[src/design/buck_gate_drive_defines.vh]
`ifndef BUCK_GATE_DRIVE_DEFINES_VH
`define BUCK_GATE_DRIVE_DEFINES_VH
// clock period in ns
`define CLK_PERIOD_NS 10
// non-overlap timer, ns (round up)
`define NOL_TIME_NS 13
`define NOL_CYCLES ((`NOL_TIME_NS + `CLK_PERIOD_NS - 1) / `CLK_PERIOD_NS)
// detect blanking 250 ns plus debounce 80 ns (least times, round up)
`define BLANK_TIME_NS 250
`define DEBOUNCE_TIME_NS 80
`define BLANK_CYCLES \
  ((`BLANK_TIME_NS + `DEBOUNCE_TIME_NS + `CLK_PERIOD_NS - 1) / `CLK_PERIOD_NS)
// offset calibration 25 us
`define CAL_TIME_US 25
`define CAL_CYCLES (`CAL_TIME_US * 1000 / `CLK_PERIOD_NS)
`endif

[src/design/buck_gate_drive_control.v]
`include "buck_gate_drive_defines.vh"
`default_nettype none
// Summary of operation
// - high skip select enables zero-current mid mode
// - high command: low gate off, then high
// - mid: low gate on, hold blank plus debounce
// - after blanking, zero current turns low off
// - disable release starts 25 us calibration
// - sensed gates and switch node time non-overlap
// - rising: low off, sensed off, timer, high
// - falling: high off, sensed off, timer, low
// - mid skip select biases command to mid
// - open disable means disabled, no high drive
// - lockout or disable holds both gates off
// - enable only after supply lockout releases
// - thermal warning low, keep switching
// - thermal shutdown forces gates off
// - mid with low skip: both off immediately
// - early zero current ignored until wait ends
// - mid skip select acts like high select
module buck_gate_drive_control #(
  parameter CAL_CYCLES = `CAL_CYCLES
) (
  // clock and reset
  input wire i_clk,
  input wire i_rst,
  // pre-decoded three-level pwm command
  input wire i_pwm_low,
  input wire i_pwm_mid,
  input wire i_pwm_high,
  // pre-decoded skip_mode_select
  input wire i_skip_low,
  input wire i_skip_mid,
  input wire i_skip_high,
  // enable, lockout and thermal (analog side, decoded)
  input wire i_disable_n,
  input wire i_supply_lockout,
  input wire i_over_warn_temperature,
  input wire i_over_shutdown_temperature,
  // gate-off sensing and zero-current comparator
  input wire i_high_gate_sensed_off,
  input wire i_low_gate_sensed_off,
  input wire i_switch_node_low,
  input wire i_zero_current_detect,
  // outputs
  output reg o_high_gate_drive,
  output reg o_low_gate_drive,
  output reg o_thermal_warn_n_oe,
  output reg o_pwm_bias_en,
  output reg o_calibrating,
  output reg o_enabled
);
  ////////////////////////////////////////////////////////////////////////////
  wire [11:0] raw_in;
  wire [11:0] syn;
  assign raw_in = {i_pwm_low, i_pwm_mid, i_pwm_high, i_skip_low, i_skip_mid,
    i_skip_high, i_disable_n, i_supply_lockout, i_over_warn_temperature,
    i_over_shutdown_temperature, i_zero_current_detect, i_switch_node_low};
  // pins cross into the clock domain before any logic looks at them
  sync2 #(.W(12)) u_sync (
    .i_clk(i_clk),
    .i_rst(i_rst),
    .i_d(raw_in),
    .o_q(syn)
  );
  wire pwm_low = syn[11];
  wire pwm_mid = syn[10];
  wire pwm_high = syn[9];
  wire skip_low = syn[8];
  wire skip_mid = syn[7];
  wire skip_high = syn[6];
  wire disable_n = syn[5]; // low after reset and when open
  wire lockout = syn[4];
  wire warn = syn[3];
  wire shut = syn[2];
  wire zero_cur = syn[1];
  wire sw_low = syn[0];
  wire [1:0] off_syn;
  sync2 #(.W(2)) u_sync_sense (
    .i_clk(i_clk),
    .i_rst(i_rst),
    .i_d({i_high_gate_sensed_off, i_low_gate_sensed_off}),
    .o_q(off_syn)
  );
  // the high switch is off only if its gate is low and the node agrees; the low switch uses its gate alone
  wire hs_off = off_syn[1] & sw_low;
  wire ls_off = off_syn[0];
  ////////////////////////////////////////////////////////////////////////////
  // mid skip select behaves as high apart from the bias; an all-low
  // decode is an open pin, which its pull-up holds high
  wire zcd_mode = skip_high | skip_mid | ~skip_low;
  // enable needs lockout released and disable driven high
  wire run = ~lockout & disable_n & ~shut;
  // driver states
  localparam [2:0] ST_OFF = 3'h0;
  localparam [2:0] ST_HS_WAIT = 3'h1;
  localparam [2:0] ST_HS_ON = 3'h2;
  localparam [2:0] ST_LS_WAIT = 3'h3;
  localparam [2:0] ST_LS_ON = 3'h4;
  // low gate cut by zero current; stays off until the command leaves mid
  localparam [2:0] ST_LS_DONE = 3'h5;
  // timer loads sized to the timer so no bits are dropped
  localparam [8:0] NOL_LOAD = `NOL_CYCLES;
  localparam [8:0] BLANK_LOAD = `BLANK_CYCLES;
  // low command, or mid in zero-current mode, asks for the low gate
  function low_wanted;
    input lvl_low;
    input lvl_mid;
    input zc_mode;
    begin
      low_wanted = lvl_low | (lvl_mid & zc_mode);
    end
  endfunction
  reg [2:0] state_reg;
  reg [2:0] state_next;
  reg [8:0] tmr_reg;
  reg [8:0] tmr_next;
  reg hs_next;
  reg ls_next;
  reg cal_reg;
  always @* begin
    state_next = state_reg;
    tmr_next = (tmr_reg == 9'h000) ? 9'h000 : tmr_reg - 9'h001;
    hs_next = 1'b0;
    ls_next = 1'b0;
    if (!run) begin
      state_next = ST_OFF;
    end else begin
      case (state_reg)
        ST_OFF: begin
          if (pwm_high) begin
            state_next = ST_HS_WAIT;
            tmr_next = NOL_LOAD;
          end else if (low_wanted(pwm_low, pwm_mid, zcd_mode)) begin
            state_next = ST_LS_WAIT;
            tmr_next = NOL_LOAD;
          end
        end
        ST_HS_WAIT: begin
          // low gate already dropped; wait for sense then timer
          if (!pwm_high) begin
            state_next = ST_OFF;
          end else if (!ls_off) begin
            tmr_next = NOL_LOAD;
          end else if (tmr_reg == 9'h000) begin
            state_next = ST_HS_ON;
            hs_next = 1'b1;
          end
        end
        ST_HS_ON: begin
          hs_next = pwm_high;
          if (!pwm_high) begin
            state_next = ST_OFF;
          end
        end
        ST_LS_WAIT: begin
          if (!low_wanted(pwm_low, pwm_mid, zcd_mode)) begin
            state_next = ST_OFF;
          end else if (!hs_off) begin
            tmr_next = NOL_LOAD;
          end else if (tmr_reg == 9'h000) begin
            state_next = ST_LS_ON;
            ls_next = 1'b1;
            tmr_next = BLANK_LOAD;
          end
        end
        ST_LS_ON: begin
          ls_next = 1'b1;
          if (pwm_high || (pwm_mid && !zcd_mode)) begin
            // mid with low skip: no delay at all
            state_next = ST_OFF;
            ls_next = 1'b0;
          end else if (pwm_mid && tmr_reg == 9'h000 &&
                       (zero_cur || cal_reg)) begin
            // during calibration threshold is not trusted: end at wait
            state_next = ST_LS_DONE;
            ls_next = 1'b0;
          end else if (pwm_low) begin
            tmr_next = BLANK_LOAD;
          end
        end
        ST_LS_DONE: begin
          // no second low pulse, and no ringing, within one mid period
          if (!pwm_mid) begin
            state_next = ST_OFF;
          end
        end
        default: begin
          state_next = ST_OFF;
        end
      endcase
    end
  end
  ////////////////////////////////////////////////////////////////////////////
  // calibration of the zero-current threshold on each rising edge of disable_n
  reg dis_d_reg;
  reg [31:0] cal_cnt_reg;
  always @(posedge i_clk or posedge i_rst) begin
    if (i_rst) begin
      dis_d_reg <= 1'b0;
      cal_reg <= 1'b0;
      cal_cnt_reg <= 32'h0000_0000;
    end else begin
      dis_d_reg <= disable_n;
      if (disable_n && !dis_d_reg) begin
        cal_reg <= 1'b1;
        cal_cnt_reg <= CAL_CYCLES - 1;
      end else if (cal_cnt_reg != 32'h0000_0000) begin
        cal_cnt_reg <= cal_cnt_reg - 32'h0000_0001;
      end else begin
        cal_reg <= 1'b0;
      end
    end
  end
  ////////////////////////////////////////////////////////////////////////////
  always @(posedge i_clk or posedge i_rst) begin
    if (i_rst) begin
      state_reg <= ST_OFF;
      tmr_reg <= 9'h000;
      o_high_gate_drive <= 1'b0;
      o_low_gate_drive <= 1'b0;
      o_thermal_warn_n_oe <= 1'b0;
      o_pwm_bias_en <= 1'b0;
      o_calibrating <= 1'b0;
      o_enabled <= 1'b0;
    end else begin
      state_reg <= state_next;
      tmr_reg <= tmr_next;
      // gates drop at once when run falls; never both on
      o_high_gate_drive <= hs_next & run & ~ls_next;
      o_low_gate_drive <= ls_next & run;
      // hysteresis lives in the analog comparator
      o_thermal_warn_n_oe <= warn;
      o_pwm_bias_en <= skip_mid;
      o_calibrating <= cal_reg;
      o_enabled <= run;
    end
  end
endmodule // buck_gate_drive_control
`default_nettype wire

[src/design/sync2.v]
`default_nettype none
module sync2 #(
  parameter W = 1
) (
  input wire i_clk,
  input wire i_rst,
  input wire [W-1:0] i_d,
  output reg [W-1:0] o_q
);
  reg [W-1:0] meta_reg;
  always @(posedge i_clk or posedge i_rst) begin
    if (i_rst) begin
      meta_reg <= {W{1'b0}};
      o_q <= {W{1'b0}};
    end else begin
      meta_reg <= i_d;
      o_q <= meta_reg;
    end
  end
endmodule // sync2
`default_nettype wire

[config.mk]
export PLATFORM = sky130hd
export DESIGN_NAME = buck_gate_drive_control
export DESIGN_NICKNAME = d
export VERILOG_FILES = /design/src/design/buck_gate_drive_control.v /design/src/design/sync2.v
export VERILOG_INCLUDE_DIRS = /design/src /design/src/design
export SDC_FILE = /design/constraint.sdc
export NUM_CORES = 1
export LEC_CHECK = 0
export BUFFER_PORTS_ARGS = -buffer_cell sky130_fd_sc_hd__buf_2
export CORE_MARGIN = 2
export CORE_UTILIZATION = 55
export CTS_BUF_LIST = sky130_fd_sc_hd__clkbuf_2
export CTS_CLUSTER_DIAMETER = 150
export CTS_CLUSTER_SIZE = 28
export DETAILED_ROUTE_END_ITERATION = 8
export GPL_TIMING_DRIVEN = 0
export PLACE_DENSITY = 0.73
export SLEW_MARGIN = 0
export SYNTH_ARGS = -nofsm -noshare
export SYNTH_HDL_FRONTEND = slang
export SYNTH_SLANG_ARGS = --single-unit
[constraint.sdc]
create_clock -name i_clk -period 3.3 [get_ports i_clk]
set_input_delay 0 -clock i_clk [delete_from_list [all_inputs] [get_ports i_clk]]
set_output_delay 0 -clock i_clk [all_outputs]
set_load 0.05 [all_outputs]
==> flow_summary.yaml <==
status:
  outcome: "finished, final reports clean"
finish:
  fill_cells: 508
  num-nets-final: 404
  final_design_area_no_fill_mm2: 0.00414
  drive_gt1_frac: 0.143
  max_reg_flops: 32
  area_delta_synth_final_pct: 15.2
  antenna_cells_inserted: 0
die:
  ios: 22
  fp.dieH_um: 84.9
  core.rowCount: 29
  die_area_mm2: 0.00720
  die-width_um: 84.9
  floorplan.initialDensity: 0.566
  core_area_mm2: 0.00635
cts:
  cts-htree-levels: 3
  cts_tree: "done"
  clock_path_buffers: 2
  clk_pin_slew_worst_paths_ns: 0.27
  cts_made_buffers: 9
  clk-insertion-delay-late_ns: 0.56
  numClockSinks: 80
  ctsResizeCount: 0
  clock_root_buffer_master: "sky130_fd_sc_hd__clkbuf_2"
timing:
  fin_crit_sh: 0.851
  timing.setup.tns_ns: 0
  max_slew_margin: 0.332
  post_route_hold_slack_ns: 0.0527
  finalHoldViolations: 0
  max_slew.worst_pin.slew_ns: 1.00
  grt_setup_unrepaired: "false"
  setup_violations: 0
  period_needed_ns: 2.81
  timing.fmax_ghz: 0.356
  report.final.slew_viol_count: 0
  clock_skew_ns: 0.0441
  postLayoutSetupSlackWorst_ns: 0.493
synth:
  ys_ff_latch: 80
  syn_nets: 355
  ys.flop_type: "sky130_fd_sc_hd__dfrtp_1"
  synthCells: 337
  synth_top_family_by_area: "simple AND/OR/NAND/NOR gates"
  area_share_of_fa_ha_maj_cells_after_synthesis: 0.00696
  synth_edf_count: 0
  synth_simple_gate_area_share: 0.228
  async_flop_share: 1.00
  synthMuxAreaShare: 0.0230
  synthesis.area_per_instance_um2: 10.7
  yosys_warnings: 0
  synth_cell_type_count: 51
  synth_xor_area_frac: 0.0244
  synth_compound_gate_area_share: 0.131
  yosysSeqAreaShare: 0.557
  synth.cell_area_mm2: 0.00360
worst_setup_path:
  crit_path_cell_trace: "or4_1 -> or4_1 -> clkbuf_1 -> nor4_4 -> buf_6 -> buf_6 -> o21ai_0 -> a21oi_1"
  critical_path_arrival_ns: 3.28
  timing.critical_path.fanout_max: 10
  worstSetupEndpointType: "flip-flop"
  crit_path_start_kind: "flip-flop"
  critPathRequiredTime_ns: 3.78
  setup.worst_path.class: "reg2reg"
  timing.critical_path.slowest_stage_cell: "sky130_fd_sc_hd__or4_1"
  cpPeakStageDelay_ns: 0.57
  top_cell_family_by_delay_on_the_critical_path: "simple AND/OR/NAND/NOR gates"
  worstPathBufferInverterCount: 3
drt:
  detail_route.wl_per_cell_um: 15.8
  drt_iter0_drc: 163
  num_vias: 2809
  dr.pass1.iters: 4
  drt_drc_violations_left: 0
  ant_nets: 0
  routed_wl_mm: 7.41
  vias_per_cell: 6.00
placed_design:
  gp_routability_congestion: 0.923
  place_ws_ns: 0.536
  place_area_mm2: 0.00383
  portBuffers: 21
  place.detailed.hpwl_mm: 4.89
pwr:
  power-per-cell-area_mw_per_mm2: 545
  ir_drop_uv: 432
  power_frac_seq: 0.527
  swShare: 0.314
  power_share_of_the_clock_group: 0.288
  internal-power_uw: 1550
  power_leakage_uw: 0.00173
  p_switching_uw: 709
  power.share.combinational: 0.185
  fin_total_pwr_uw: 2260
grt:
  combined_global_route_utilization_of_all_metal_layers: 0.224
  number_of_global_route_vias_before_repair: 2676
  grt_max_degree: 66
  first_pass_grt_wire_length_mm: 12.7
  global_route.overflow_total: 0
  antenna_found_initial: 0
hold_path:
  type_of_the_tightest_min_delay_check: "in2reg"
flow_run:
  timing.max_cap.violations: 0
[synthesized netlist by cell type, types with 2 or more instances]
master,number,area [µm²]
sky130_fd_sc_hd__nor2_1,28,105
sky130_fd_sc_hd__nand3_1,9,45.0
sky130_fd_sc_hd__a21oi_1,20,100
sky130_fd_sc_hd__xor2_1,2,17.5
sky130_fd_sc_hd__mux2_2,2,22.5
sky130_fd_sc_hd__dfrtp_1,80,2000
sky130_fd_sc_hd__nand4_1,5,31.3
sky130_fd_sc_hd__and4_1,2,17.5
sky130_fd_sc_hd__o2111ai_1,2,17.5
sky130_fd_sc_hd__or4_1,16,120
sky130_fd_sc_hd__buf_6,2,22.5
sky130_fd_sc_hd__o211ai_1,2,15.0
sky130_fd_sc_hd__nand2b_1,5,31.3
sky130_fd_sc_hd__nor4_1,7,43.8
sky130_fd_sc_hd__a311oi_1,3,26.3
sky130_fd_sc_hd__or4_4,3,33.8
sky130_fd_sc_hd__o21ai_1,2,10.0
sky130_fd_sc_hd__a31oi_1,3,18.8
sky130_fd_sc_hd__nor4b_1,3,26.3
sky130_fd_sc_hd__nor3_1,12,60.1
sky130_fd_sc_hd__mux2i_1,6,60.1
sky130_fd_sc_hd__or2_2,2,12.5
sky130_fd_sc_hd__inv_1,11,41.3
sky130_fd_sc_hd__or3_1,16,100
sky130_fd_sc_hd__a211oi_1,2,15.0
sky130_fd_sc_hd__or4_2,3,26.3
sky130_fd_sc_hd__o311ai_0,4,35.0
sky130_fd_sc_hd__xnor2_1,8,70.1
sky130_fd_sc_hd__clkbuf_1,8,30.0
sky130_fd_sc_hd__o21ai_0,14,70.1
sky130_fd_sc_hd__a2111oi_0,4,35.0
sky130_fd_sc_hd__ha_1,2,25.0
sky130_fd_sc_hd__o41ai_1,2,17.5
sky130_fd_sc_hd__o21a_1,2,15.0
sky130_fd_sc_hd__o31ai_1,9,67.6
sky130_fd_sc_hd__nand2_1,21,78.8
[power groups by stage]
| stage | clock network, µW | registers, µW | logic, µW |
|---|---|---|---|
| floorplan | 0 | 1180 | 314 |
| global placement | 0 | 1200 | 382 |
| detailed placement | 0 | 1200 | 406 |
| CTS | 663 | 1190 | 419 |
| global route | 700 | 1200 | 475 |
| finish | 649 | 1190 | 419 |
[cells by family (layout without fill, tap and decap cells)]
logic type / after synthesis / after routing
flops: 80 / 80
simple gates: 142 / 142
compound gates: 72 / 72
fa+ha+maj: 2 / 2
mux: 8 / 8
xor+xnor: 10 / 10
buf+inv: 23 / 77
[final timing paths]
path	depth (start not counted)	to	slack (ns)	from
setup reg to reg	8	cal_cnt_reg[15]	0.49	cal_cnt_reg[25]
setup / recovery	8	cal_cnt_reg[15]	0.49	cal_cnt_reg[25]
max in group asynchronous	5	cal_cnt_reg[3]	2.26	i_rst
min in group asynchronous	4	cal_cnt_reg[17]	0.47	i_rst
hold reg to reg	0	u_sync.o_q[1]	0.36	u_sync.meta_reg[1]
hold / removal	2	u_sync.meta_reg[8]	0.05	i_skip_low
[per-stage QoR]
step           utilization  std cells
3_5_place_dp         0.603        436
5_1_grt              0.652        468
4_1_cts              0.652        468
2_1_floorplan            -        337
3_3_place_gp         0.598        435
6_report             0.652        468
[final cells by class]
class,count,area (µm²),share of cell area
clock buffer,9,45.0,0.0109
tap,77,96.3,0.0233
inverter,11,43.8,0.0106
multi-input combinational,234,1490,0.359
sequential,80,2000,0.483
clock inverter,7,109,0.0263
buffer,12,66.3,0.0160
timing repair buffer,38,293,0.0707
[layer usage]
| layer | track usage | up-vias | routed length (µm) |
|---|---|---|---|
| met4 | 0.0736 | 0 | 74 |
| met2 | 0.336 | 80 | 3410 |
| li1 | - | 1371 | - |
| met5 | 0 | - | 0 |
| met3 | 0.0584 | 7 | 444 |
| met1 | 0.321 | 1351 | 3480 |
[repair_timing]
item / 4_1_cts / 5_1_grt
buffers inserted: 0 / 0
hold buffers: 16 / 0
hold endpoints to repair: 94 / 0
[cell usage in the layout (no fill, tap or decap), types with 12 or more instances in the layout]
| master | count |
|---|---|
| sky130_fd_sc_hd__or3_1 | 16 |
| sky130_fd_sc_hd__buf_2 | 21 |
| sky130_fd_sc_hd__dfrtp_1 | 80 |
| sky130_fd_sc_hd__or4_1 | 16 |
| sky130_fd_sc_hd__nor3_1 | 12 |
| sky130_fd_sc_hd__dlygate4sd3_1 | 16 |
| sky130_fd_sc_hd__o21ai_0 | 14 |
| sky130_fd_sc_hd__a21oi_1 | 20 |
| sky130_fd_sc_hd__nor2_1 | 28 |
| sky130_fd_sc_hd__nand2_1 | 21 |
Note: power is estimated with default switching activity, not from simulation.
